## config.mk

```make
export PLATFORM = sky130hd
export DESIGN_NAME = scb_serial_ctl
export DESIGN_NICKNAME = d
export VERILOG_FILES = /design/src/scb_pkg.sv /design/src/scb_sync.sv /design/src/scb_tick.sv /design/src/scb_serial_ctl.sv
export SDC_FILE = /design/constraint.sdc
export NUM_CORES = 1
export LEC_CHECK = 0
export BUFFER_PORTS_ARGS = -buffer_cell sky130_fd_sc_hd__clkbuf_2
export CORE_UTILIZATION = 55
export DETAILED_ROUTE_END_ITERATION = 8
export HOLD_SLACK_MARGIN = 0.15
export PLACE_DENSITY_LB_ADDON = 0.05
export REMOVE_ABC_BUFFERS = 1
export SYNTH_ARGS = -nofsm -noshare
export SYNTH_HDL_FRONTEND = slang
export SYNTH_SLANG_ARGS = --single-unit
```

## constraint.sdc

```tcl
create_clock -name clk -period 7.9 [get_ports clk]
set_input_delay 2.37 -clock clk [delete_from_list [all_inputs] [get_ports clk]]
set_output_delay 2.37 -clock clk [all_outputs]
set_load 0.02 [all_outputs]
```

## src/scb_pkg.sv

```systemverilog
// Constants, types and helper functions for the serial control block
package scb_pkg;

  localparam logic [7:0] OFS_CTL1   = 8'h00;
  localparam logic [7:0] OFS_CTL2   = 8'h04;
  localparam logic [7:0] OFS_CTL3   = 8'h08;
  localparam logic [7:0] OFS_STAT   = 8'h0c;
  localparam logic [7:0] OFS_DATA   = 8'h10;
  localparam logic [7:0] CTL_RST    = 8'h00;
  localparam logic [3:0] LEN_SHORT  = 4'ha;
  localparam logic [3:0] LEN_LONG   = 4'hb;
  localparam logic [3:0] OS_LAST    = 4'hf;
  localparam logic [3:0] OS_MID     = 4'h7;
  localparam int unsigned OS_DIV_DEF = 27;

  typedef enum logic [2:0] {
    TX_IDLE = 3'b000,
    TX_DATA = 3'b001,
    TX_PRE  = 3'b010,
    TX_BRK  = 3'b011,
    TX_MARK = 3'b100
  } scb_tx_st_t;

  typedef enum logic [1:0] {
    RX_IDLE  = 2'b00,
    RX_START = 2'b01,
    RX_BITS  = 2'b10
  } scb_rx_st_t;

  typedef struct packed {
    logic loopback_select;
    logic serial_unit_enable;
    logic tx_polarity_flip;
    logic char_length_select;
    logic rouse_condition_select;
    logic quiet_count_start;
    logic parity_on;
    logic parity_odd_select;
  } scb_ctl1_t;

  typedef struct packed {
    logic tx_irq_enable;
    logic tx_done_irq_enable;
    logic rx_irq_enable;
    logic line_quiet_irq_enable;
    logic tx_enable;
    logic rx_enable;
    logic rx_standby;
    logic send_break_req;
  } scb_ctl2_t;

  typedef struct packed {
    logic tx_cpu_irq;
    logic tx_dma_req;
    logic rx_cpu_irq;
    logic rx_dma_req;
  } scb_req_t;

  typedef struct packed {
    scb_ctl1_t  ctl1;
    scb_ctl2_t  ctl2;
    logic       tx_dma_enable;
    logic       rx_dma_enable;
    logic       tx_bit8;
    logic [7:0] txbuf;
    logic       tx_buffer_empty_flag;
    logic       pre_pend;
    scb_tx_st_t tx_st;
    logic [10:0] tx_frame;
    logic [3:0] tx_bitn;
    logic [3:0] tx_os;
    logic       tx_line;
    logic       tx_pin;
    scb_rx_st_t rx_st;
    logic [3:0] rx_os;
    logic [3:0] rx_bitn;
    logic [10:0] rx_sh;
    logic [8:0] rx_data;
    logic       rx_full_flag;
    logic       line_quiet_flag;
    logic       parity_err;
    logic       frame_err;
    logic       overrun;
    logic       armed;
    logic [3:0] q_cnt;
    logic [3:0] q_os;
    logic [31:0] prdata;
  } scb_state_t;

  function automatic logic [3:0] frame_len(input logic nine);
    return nine ? LEN_LONG : LEN_SHORT;
  endfunction

  function automatic logic par_bit(input logic [8:0] d, input logic odd);
    return (^d) ^ odd;
  endfunction

endpackage

```

## src/scb_sync.sv

```systemverilog
`timescale 1ns/1ps
// Two-flop synchroniser for the receive pin
module scb_sync (
  // Clock and reset
  input  wire logic clk,
  input  wire logic sys_rst,
  // Level in and out
  input  wire logic d,
  output logic      q
);
  logic meta_q;

  // Idle line is high, so reset to one avoids a false start
  always_ff @(posedge clk or posedge sys_rst) begin
    if (sys_rst) begin
      meta_q <= 1'b1;
      q      <= 1'b1;
    end else begin
      meta_q <= d;
      q      <= meta_q;
    end
  end
endmodule

```

## src/scb_tick.sv

```systemverilog
`timescale 1ns/1ps
// Oversampling tick generator, sixteen ticks per bit
module scb_tick
  import scb_pkg::*;
#(
  parameter int unsigned OS_DIV = OS_DIV_DEF
) (
  // Clock and reset
  input  wire logic clk,
  input  wire logic sys_rst,
  // Control and tick
  input  wire logic enable,
  output logic      tick
);
  typedef struct packed {
    logic [15:0] cnt;
    logic        tick;
  } scb_tick_st_t;

  scb_tick_st_t s_q;
  scb_tick_st_t s_d;

  if (OS_DIV < 2 || OS_DIV > 65535) begin : g_bad_div
    $error("OS_DIV out of range");
  end

  always_comb begin
    s_d      = s_q;
    s_d.tick = 1'b0;
    if (!enable) begin
      s_d.cnt = 16'h0000;
    end else if (s_q.cnt == 16'(OS_DIV - 1)) begin
      s_d.cnt  = 16'h0000;
      s_d.tick = 1'b1;
    end else begin
      s_d.cnt = s_q.cnt + 16'h0001;
    end
  end

  always_ff @(posedge clk or posedge sys_rst) begin
    if (sys_rst) begin
      s_q <= '0;
    end else begin
      s_q <= s_d;
    end
  end

  assign tick = s_q.tick;
endmodule

```

## src/scb_serial_ctl.sv

```systemverilog
`timescale 1ns/1ps
// Serial transceiver control: registers, transmitter, receiver, request steering
module scb_serial_ctl
  import scb_pkg::*;
#(
  parameter int unsigned OS_DIV = OS_DIV_DEF
) (
  // Clock and reset
  input  wire logic        clk,
  input  wire logic        sys_rst,
  // APB slave
  input  wire logic        psel,
  input  wire logic        penable,
  input  wire logic        pwrite,
  input  wire logic [7:0]  paddr,
  input  wire logic [31:0] pwdata,
  output logic [31:0]      prdata,
  output logic             pready,
  output logic             pslverr,
  // Serial pins
  input  wire logic        rx_pin,
  output logic             tx_pin,
  // Interrupt and DMA requests
  output scb_req_t         req
);

  scb_state_t  s_q;
  scb_state_t  s_d;
  logic        os_tick;
  logic        rx_sync;
  logic        rx_line;
  logic        tx_done_flag;
  logic        wr_en;
  logic        rd_en;
  logic        tx_bound;
  logic [3:0]  len;
  logic [8:0]  pay;
  logic [10:0] frm;
  logic [10:0] nsh;
  logic [8:0]  rpay;
  logic        rmsb;
  logic        quiet_hit;
  logic        woke;
  logic        ld_data;

  function automatic logic addr_ok(input logic [7:0] a);
    return a == OFS_CTL1 || a == OFS_CTL2 || a == OFS_CTL3 || a == OFS_STAT || a == OFS_DATA;
  endfunction

  scb_sync u_sync (
    .clk     (clk),
    .sys_rst (sys_rst),
    .d       (rx_pin),
    .q       (rx_sync)
  );

  // Baud generator runs only while the unit is on
  scb_tick #(.OS_DIV(OS_DIV)) u_tick (
    .clk     (clk),
    .sys_rst (sys_rst),
    .enable  (s_q.ctl1.serial_unit_enable),
    .tick    (os_tick)
  );

  // Pin is cut off in loopback; receiver hears the driven pin level
  assign rx_line = s_q.ctl1.loopback_select ? s_q.tx_pin : rx_sync;

  assign wr_en   = psel && penable && pwrite && addr_ok(paddr);
  assign rd_en   = psel && penable && !pwrite && addr_ok(paddr);
  assign pready  = 1'b1;
  assign pslverr = psel && penable && !addr_ok(paddr);
  assign prdata  = s_q.prdata;
  assign tx_pin  = s_q.tx_pin;

  // Done: empty, idle, and no preamble or break waiting
  // Unit off forces done even while a break request is left set
  assign tx_done_flag = s_q.tx_buffer_empty_flag && s_q.tx_st == TX_IDLE && !s_q.pre_pend
                        && !(s_q.ctl1.serial_unit_enable && s_q.ctl2.tx_enable
                             && s_q.ctl2.send_break_req);

  // Request steering
  always_comb begin
    req.tx_cpu_irq = s_q.ctl1.serial_unit_enable
                     && ((s_q.ctl2.tx_irq_enable && !s_q.tx_dma_enable
                          && s_q.tx_buffer_empty_flag)
                         || (s_q.ctl2.tx_done_irq_enable && tx_done_flag));
    req.tx_dma_req = s_q.ctl1.serial_unit_enable && s_q.ctl2.tx_irq_enable
                     && s_q.tx_dma_enable && s_q.tx_buffer_empty_flag;
    // Receiver DMA mode silences every receiver CPU request
    req.rx_cpu_irq = !s_q.ctl2.rx_standby && !s_q.rx_dma_enable
                     && ((s_q.ctl2.rx_irq_enable && s_q.rx_full_flag)
                         || (s_q.ctl2.line_quiet_irq_enable && s_q.line_quiet_flag));
    req.rx_dma_req = !s_q.ctl2.rx_standby && s_q.ctl2.rx_irq_enable
                     && s_q.rx_dma_enable && s_q.rx_full_flag;
  end

  always_comb begin
    s_d       = s_q;
    len       = frame_len(s_q.ctl1.char_length_select);
    tx_bound  = os_tick && s_q.tx_os == OS_LAST;
    pay       = 9'h000;
    frm       = 11'h7ff;
    nsh       = {rx_line, s_q.rx_sh[10:1]};
    rpay      = s_q.ctl1.char_length_select ? nsh[9:1] : {1'b0, nsh[9:2]};
    rmsb      = s_q.ctl1.char_length_select ? rpay[8] : rpay[7];
    quiet_hit = 1'b0;
    woke      = 1'b0;
    ld_data   = 1'b0;

    // Register reads latch in the setup cycle, so prdata is a flop
    if (psel && !penable && !pwrite) begin
      unique case (paddr)
        OFS_CTL1: s_d.prdata = {24'h000000, s_q.ctl1};
        OFS_CTL2: s_d.prdata = {24'h000000, s_q.ctl2};
        OFS_CTL3: s_d.prdata = {29'h00000000, s_q.tx_bit8, s_q.rx_dma_enable,
                                s_q.tx_dma_enable};
        OFS_STAT: s_d.prdata = {25'h0000000, s_q.overrun, s_q.frame_err, s_q.parity_err,
                                s_q.line_quiet_flag, s_q.rx_full_flag, tx_done_flag,
                                s_q.tx_buffer_empty_flag};
        OFS_DATA: s_d.prdata = {23'h000000, s_q.rx_data};
        default:  s_d.prdata = 32'h00000000;
      endcase
    end

    // Data read clears receiver flags; later sets in this process win
    if (rd_en && paddr == OFS_DATA) begin
      s_d.rx_full_flag    = 1'b0;
      s_d.line_quiet_flag = 1'b0;
      s_d.parity_err      = 1'b0;
      s_d.frame_err       = 1'b0;
      s_d.overrun         = 1'b0;
    end

    if (wr_en) begin
      unique case (paddr)
        OFS_CTL1: s_d.ctl1 = pwdata[7:0];
        OFS_CTL2: begin
          s_d.ctl2 = pwdata[7:0];
          if (!s_q.ctl1.serial_unit_enable) begin
            s_d.ctl2.tx_enable = s_q.ctl2.tx_enable;
            s_d.ctl2.rx_enable = s_q.ctl2.rx_enable;
          end
          // Rising enable queues a preamble or, mid-frame, an idle character
          if (s_d.ctl2.tx_enable && !s_q.ctl2.tx_enable) begin
            s_d.pre_pend             = 1'b1;
            s_d.tx_buffer_empty_flag = 1'b1;
          end
        end
        OFS_CTL3: begin
          s_d.tx_dma_enable = pwdata[0];
          s_d.rx_dma_enable = pwdata[1];
          s_d.tx_bit8       = pwdata[2];
        end
        OFS_DATA: begin
          s_d.txbuf                = pwdata[7:0];
          s_d.tx_buffer_empty_flag = 1'b0;
        end
        default: s_d.txbuf = s_q.txbuf;
      endcase
    end

    if (!s_d.ctl2.tx_enable) begin
      s_d.pre_pend = 1'b0;
    end

    // Transmitter, one bit per sixteen ticks
    if (os_tick) begin
      s_d.tx_os = s_q.tx_os + 4'h1;
    end
    if (tx_bound) begin
      if (s_q.tx_bitn != 4'h0) begin
        s_d.tx_line  = s_q.tx_frame[0];
        s_d.tx_frame = {1'b1, s_q.tx_frame[10:1]};
        s_d.tx_bitn  = s_q.tx_bitn - 4'h1;
      end else if (!s_d.ctl2.tx_enable) begin
        s_d.tx_st   = TX_IDLE;
        s_d.tx_line = 1'b1;
      end else if (s_d.ctl2.send_break_req) begin
        // Break outranks a queued preamble
        s_d.tx_st    = TX_BRK;
        s_d.pre_pend = 1'b0;
        s_d.tx_line  = 1'b0;
        s_d.tx_frame = 11'h000;
        s_d.tx_bitn  = len - 4'h1;
      end else if (s_q.tx_st == TX_BRK) begin
        s_d.tx_st   = TX_MARK;
        s_d.tx_line = 1'b1;
      end else if (s_d.pre_pend) begin
        s_d.tx_st    = TX_PRE;
        s_d.pre_pend = 1'b0;
        s_d.tx_line  = 1'b1;
        s_d.tx_frame = 11'h7ff;
        s_d.tx_bitn  = len - 4'h1;
      end else if (!s_d.tx_buffer_empty_flag) begin
        ld_data = 1'b1;
        // Buffer as written this cycle, so a same-edge write is not lost
        if (s_q.ctl1.char_length_select) begin
          pay = {s_q.ctl1.parity_on ? par_bit({1'b0, s_d.txbuf}, s_q.ctl1.parity_odd_select)
                                    : s_q.tx_bit8, s_d.txbuf};
          frm = {1'b1, pay, 1'b0};
        end else begin
          pay = {1'b0, s_q.ctl1.parity_on
                       ? par_bit({2'b00, s_d.txbuf[6:0]}, s_q.ctl1.parity_odd_select)
                       : s_d.txbuf[7], s_d.txbuf[6:0]};
          frm = {2'b11, pay[7:0], 1'b0};
        end
        s_d.tx_st                = TX_DATA;
        s_d.tx_buffer_empty_flag = 1'b1;
        s_d.tx_line              = frm[0];
        s_d.tx_frame             = {1'b1, frm[10:1]};
        s_d.tx_bitn              = len - 4'h1;
      end else begin
        s_d.tx_st   = TX_IDLE;
        s_d.tx_line = 1'b1;
      end
    end

    // Receiver; disable leaves every flag as it stands
    if (!(s_q.ctl1.serial_unit_enable && s_q.ctl2.rx_enable)) begin
      s_d.rx_st = RX_IDLE;
      s_d.rx_os = 4'h0;
      s_d.q_os  = 4'h0;
    end else if (os_tick) begin
      unique case (s_q.rx_st)
        RX_IDLE: begin
          if (rx_line) begin
            s_d.q_os = s_q.q_os + 4'h1;
            if (s_q.q_os == OS_LAST && s_q.q_cnt != len) begin
              s_d.q_cnt = s_q.q_cnt + 4'h1;
              quiet_hit = (s_q.q_cnt + 4'h1) == len;
            end
          end else begin
            s_d.rx_st = RX_START;
            s_d.rx_os = 4'h0;
            s_d.q_os  = 4'h0;
          end
        end
        RX_START: begin
          s_d.rx_os = s_q.rx_os + 4'h1;
          if (s_q.rx_os == OS_MID) begin
            // A high line at mid-start is a glitch, not a frame
            s_d.rx_st   = rx_line ? RX_IDLE : RX_BITS;
            s_d.rx_os   = 4'h0;
            s_d.rx_bitn = len - 4'h1;
            s_d.q_cnt   = 4'h0;
          end
        end
        RX_BITS: begin
          s_d.rx_os = s_q.rx_os + 4'h1;
          if (s_q.rx_os == OS_LAST) begin
            s_d.rx_sh   = nsh;
            s_d.rx_bitn = s_q.rx_bitn - 4'h1;
            if (!rx_line) begin
              s_d.q_cnt = 4'h0;
            end else if (!s_q.ctl1.quiet_count_start && s_q.q_cnt != len) begin
              s_d.q_cnt = s_q.q_cnt + 4'h1;
            end
            if (s_q.rx_bitn == 4'h1) begin
              s_d.rx_st = RX_IDLE;
              s_d.q_os  = 4'h0;
              if (s_q.ctl1.quiet_count_start) begin
                s_d.q_cnt = 4'h0;
              end
              woke = s_q.ctl2.rx_standby && s_q.ctl1.rouse_condition_select && rmsb;
              if (!s_q.ctl2.rx_standby || woke) begin
                s_d.armed = 1'b1;
                if (s_q.rx_full_flag) begin
                  s_d.overrun = 1'b1;
                end else begin
                  s_d.rx_data      = rpay;
                  s_d.rx_full_flag = 1'b1;
                  s_d.parity_err   = s_q.ctl1.parity_on
                                     && par_bit(rpay, s_q.ctl1.parity_odd_select);
                  s_d.frame_err    = !rx_line;
                end
              end
            end
          end
        end
        default: s_d.rx_st = RX_IDLE;
      endcase
    end

    if (quiet_hit) begin
      if (s_q.ctl2.rx_standby && !s_q.ctl1.rouse_condition_select) begin
        woke = 1'b1;
      end else if (s_q.armed && !s_q.ctl2.rx_standby) begin
        s_d.line_quiet_flag = 1'b1;
        s_d.armed           = 1'b0;
      end
    end
    if (woke) begin
      s_d.ctl2.rx_standby = 1'b0;
    end

    // Unit off: transmitter forced empty and idle
    if (!s_d.ctl1.serial_unit_enable) begin
      s_d.tx_buffer_empty_flag = 1'b1;
      s_d.pre_pend             = 1'b0;
      s_d.tx_st                = TX_IDLE;
      s_d.tx_bitn              = 4'h0;
      s_d.tx_os                = 4'h0;
      s_d.tx_line              = 1'b1;
    end
    s_d.tx_pin = s_d.tx_line ^ s_d.ctl1.tx_polarity_flip;
  end

  always_ff @(posedge clk or posedge sys_rst) begin
    if (sys_rst) begin
      s_q                      <= '0;
      s_q.ctl1                 <= CTL_RST;
      s_q.ctl2                 <= CTL_RST;
      s_q.tx_buffer_empty_flag <= 1'b1;
      s_q.tx_line              <= 1'b1;
      s_q.tx_pin               <= 1'b1;
      s_q.rx_sh                <= 11'h7ff;
    end else begin
      s_q <= s_d;
    end
  end
endmodule

```

After elaboration in Yosys (flattened, before gate mapping)
Cells that the tools add are included.
Widths: inputs -> output; s select.
Word-level totals
  bits in registers: 148
  input port bits: 46
  output and inout port bits: 39
  word-level logic and storage cells: 281
Operators by class
  add/subtract/negate cells: 8
  eq/ne operators: 35
  muxes and demuxes: 103
  bitwise operators: 5
  reductions and logical operators: 84
Operators with widths (count)
  $mux 15: 4
  $mux 10: 5
  $pmux 9 s5: 1
  $mux 4: 11
  $mux 1: 40
  $logic_and 1x1->1: 38
  $mux 12: 3
  $mux 16: 2
  $mux 31: 1
  $mux 28: 1
  $reduce_xor 9->1: 3
  $mux 25: 1
  $mux 8: 3
  $pmux 4 s3: 2
  $mux 21: 1
  $mux 2: 10
  $mux 20: 1
  $mux 19: 1
  $mux 18: 1
  $mux 9: 2
  $ne 3x3->1 const B: 6
  $add 16x1->16 const B: 1
  $add 4x1->4 const B: 4
  $eq 16x5->1 const B: 1
  41 further kinds: 92

Depth between registers and ports, before layout
  depth after elaboration: 24
  gate-level depth with buffers: 9
  gate-level depth less buffers: 8

By module
Synthesis repeated with hierarchy kept, for this count alone.
Unflattened totals
  cells, all modules: 696
  area, all modules: 6995.5 sq um
Modules (own cells, without submodules)
  scb_serial_ctl: times used 1, cells an instance 607, area an instance 6070.8 sq um, sequential area each 2617.5 sq um
  scb_tick: times used 1, cells an instance 86, area an instance 868.3 sq um, sequential area each 425.4 sq um
  scb_sync: times used 1, cells an instance 3, area an instance 56.3 sq um, sequential area each 52.6 sq um

Least setup slack after synthesis
No wires, ideal clock.
  kind: input-to-output
  start: input paddr[2]
  end: output pslverr
  arrival time: 3716 ps
  setup slack: 1814 ps
  stages on the path: 6
  buffers on the path: 3
  cells stage by stage: buf_2 -> nor4_2 -> and3_1 -> clkbuf_1 -> buf_2 -> nor3_1
Between the ends
  cells in the longest elaborated chain, start to end: 7
RTL lines
  start: declaration: line scb_serial_ctl.sv:15  | input wire logic [7:0] paddr,
  $eq 8x3->1 / $logic_not 8->1 (equally long branches): line scb_serial_ctl.sv:47  | return a == OFS_CTL1 || a == OFS_CTL2 || a == OFS_CTL3 || a == OFS_STAT || a == OFS_DATA;
  $logic_or 1x1->1 (3 in a row): line scb_serial_ctl.sv:47
  $logic_or 1x1->1 (*): line scb_serial_ctl.sv:47
  $logic_not 1->1 (*): line scb_serial_ctl.sv:71  | assign pslverr = psel && penable && !addr_ok(paddr);
  $logic_and 1x1->1 (*): line scb_serial_ctl.sv:71
  end: declaration: line scb_serial_ctl.sv:19  | output logic pslverr,
Every way passes the cells marked *; elsewhere a longest branch is shown, timed or not.

Final worst setup path
Same ends and word-level chain as after synthesis.

==> metrics.log <==
INFO  metric slew_headroom = 33.0%
INFO  metric timing_max_transition_violations_final = 0
INFO  metric worst-path-max-fanout = 20
INFO  metric critPathRequiredTime = 5530 ps
INFO  metric die_h = 113 um
INFO  metric final-seq-area = 3100 sq um
INFO  metric seq_area_frac_synth = 45.7%
INFO  metric multi_input_gate_area = 3330 sq um
INFO  metric postSynth.asyncResetShare = 100%
INFO  metric cts.repair_timing.setup_buffer_count = 0
INFO  metric design.final.nets = 789
INFO  metric residual_drc_count = 0
INFO  metric cts.sink_count = 123
INFO  metric power.static_leakage = 3.36 nW
INFO  metric path_clk_slew = 60 ps
INFO  metric run_status = finished clean
INFO  metric worst_skew_pair.late_latency = 410 ps
INFO  metric core-area = 12000 sq um
INFO  metric first_pass_iters = 4
INFO  metric first_iter_violations = 346
INFO  metric final.setup_skew = 6.39 ps
INFO  metric cts_resized = 0
INFO  metric cts_root_buffer = clkbuf_16
INFO  metric globalRoute.totalOverflow = 0
INFO  metric yosys-top-cells-area = dfrtp_1 (40%), nand2_1 (5.8%), dfstp_2 (5.4%), mux2_2 (4.2%), buf_4 (3.7%)
INFO  metric groute.usage.overall = 24.5%
INFO  metric postRouteAntennaNets = 0
INFO  metric numCtsBuffers = 17
INFO  metric port-buffer-count = 36
INFO  metric crit_path_frequent_cell = clkbuf_2
INFO  metric total_vias_in_the_final_route = 5099
INFO  metric vdd.ir_drop.worst = 0.140 mV
INFO  metric critical-path-max-stage-delay = 680 ps
INFO  metric finalWirelength = 14300 um
INFO  metric grt_max_degree = 68
INFO  metric routed_via_density = 5.74
INFO  metric setup-tns-final = 0 ps
INFO  metric gp_congestion = 0.832
INFO  metric start_util = 56.4%
INFO  metric synth-main-ff-cell = dfrtp_1
INFO  metric syn-mean-instance-area = 9.58 sq um
INFO  metric dp_hpwl = 9980 um
INFO  metric post_drt_wl_per_cell = 16.1 um
INFO  metric fmax = 158 MHz
INFO  metric synth_most_common_cell = dfrtp_1
INFO  metric worst-endpoint-arrival = 3970 ps
INFO  metric final.period_utilization = 80.3%
INFO  metric final.hold.worst_slack = 360 ps
INFO  metric worst_pin_slew = 1000 ps
INFO  metric n_antenna_cell = 0
INFO  metric power_density = 208 nW/um^2
INFO  metric cts_tree = done
INFO  metric max_cap_violations = 0
INFO  metric yosys.area.top_type_share = 40.3%
INFO  metric ys_ff_latch = 123
INFO  metric yosysWarnings = 0
INFO  metric slowest_stage = and3_1
INFO  metric start_kind = input port
INFO  metric drive_above_1_share = 17.3%
INFO  metric layout.filler_cells = 1059
INFO  metric cts-root-to-sink-buffers = 2
INFO  metric hold_path_class = reg2reg
INFO  metric grt_first_pass_wirelength = 24500 um
INFO  metric die-width = 113 um
INFO  metric report.final.setup_viol = 0
INFO  metric synth_commonest_cells = dfrtp_1 (109), nand2_1 (105), nor2_1 (60)
INFO  metric finalHoldViolations = 0
INFO  metric synth_edf_count = 0
INFO  metric area_growth = 11.4%
INFO  metric period_minus_slack = 6340 ps
INFO  metric cp-end-kind = primary output
INFO  metric post_synth_num_cell_types = 71
INFO  metric antenna_found_initial = 0
INFO  metric rsz_0062_raised_after_global_routing = no
INFO  metric hold_buffers = 0
INFO  metric critical_path.cell_chain = clkbuf_2, nor4_2, and3_1, nor3_1, clkbuf_2
INFO  metric synth_area_leader_cell = dfrtp_1
INFO  metric cts-htree-levels = 4
INFO  metric grt_pass1_vias = 4928
INFO  metric std_cell_rows = 40
INFO  metric criticalPathCategory = in2out
INFO  metric fp.dieArea = 12800 sq um
INFO  metric post_synth_inst_count = 707
INFO  metric io_pins = 85
INFO  metric syn_area = 6770 sq um
layout by cell type, fill, tap and decap left out, drive strengths merged, types with 7 or more instances in the layout:
master,synthesis,final
dfrtp,109,109
nand2,105,105
nor2,60,60
clkbuf,16,55
o21ai,47,47
a21oi,34,34
nand3,30,30
xnor2,26,26
mux2,26,26
conb,2,24
mux2i,21,21
inv,19,19
xor2,18,18
ha,14,14
dfstp,14,14
nor3,13,13
nand4,12,12
a311oi,7,7
critical path: cells and delay by family:
kind	cells	cell delay (ps)
buffers and inverters	2	360
and+or+nand+nor	3	1230
where the power goes:
group / internal [mW] / leakage (nW) / switching [mW]
Sequential: 0.635 / 1.65 / 0.00323
Clock: 0.597 / 0.326 / 0.275
Combinational: 0.0157 / 1.39 / 0.0441
Total: 1.25 / 3.36 / 0.322
through the flow:
step	setup slack, ps	instances	power, mW	area [sq um]	utilization [%]
2_1_floorplan	2090	671	0.686	6490	-
3_3_place_gp	1590	857	0.707	6880	57.3
3_5_place_dp	1560	857	0.708	6880	57.3
4_1_cts	1550	889	1.58	7550	62.8
5_1_grt	1420	889	1.61	7550	62.8
6_report	1560	889	1.57	7550	62.8
state kept, by name, indices dropped and copies added, names as in the netlist:
signal,count
u_tick.tick,1
u_tick.s_q,16
u_sync.meta_q,1
nsh,9
prdata,9
s_q,85
u_sync.q,1
tx_pin,1
worst paths after layout:
path	start	end	slack (ps)	cells past startpoint
setup / recovery	paddr[2]	pslverr	1560	5
hold / removal	u_sync.meta_q	u_sync.q	360	0
setup reg to reg	s_q[74]	s_q[43]	4300	6
hold reg to reg	u_sync.meta_q	u_sync.q	360	0
max in group asynchronous	sys_rst	s_q[52]	4520	3
min in group asynchronous	sys_rst	s_q[70]	2120	2
per-layer routing:
layer | share of wire, % | wire length (um) | GRT usage (%) | vias to the layer above
li1 | - | - | - | 2463
met1 | 47 | 6750 | 33.8 | 2515
met2 | 48 | 6820 | 38.8 | 108
met3 | 3.7 | 529 | 5.73 | 13
met4 | 1.4 | 193 | 7.37 | 0
met5 | 0 | 0 | 0 | -
layout make-up:
type | count | area share, %
Multi-Input combinational cell | 529 | 44.1
Sequential cell | 123 | 41.0
Clock buffer | 19 | 5.87
Clock inverter | 13 | 2.93
Timing Repair Buffer | 39 | 2.69
Tap cell | 147 | 2.44
Inverter | 19 | 0.978
cell families (layout without fill, tap and decap cells):
family	count (synthesis)	in the layout	share of synthesized area, %
mux	48	48	8.00
simple gates	267	267	18.9
buf+inv	77	90	6.41
xor+xnor	44	44	5.69
flops	123	123	45.7
other cells	2	24	0.111
fa+ha+maj	14	14	2.59
compound gates	132	132	12.7
Power figures use the tool's default switching activity.
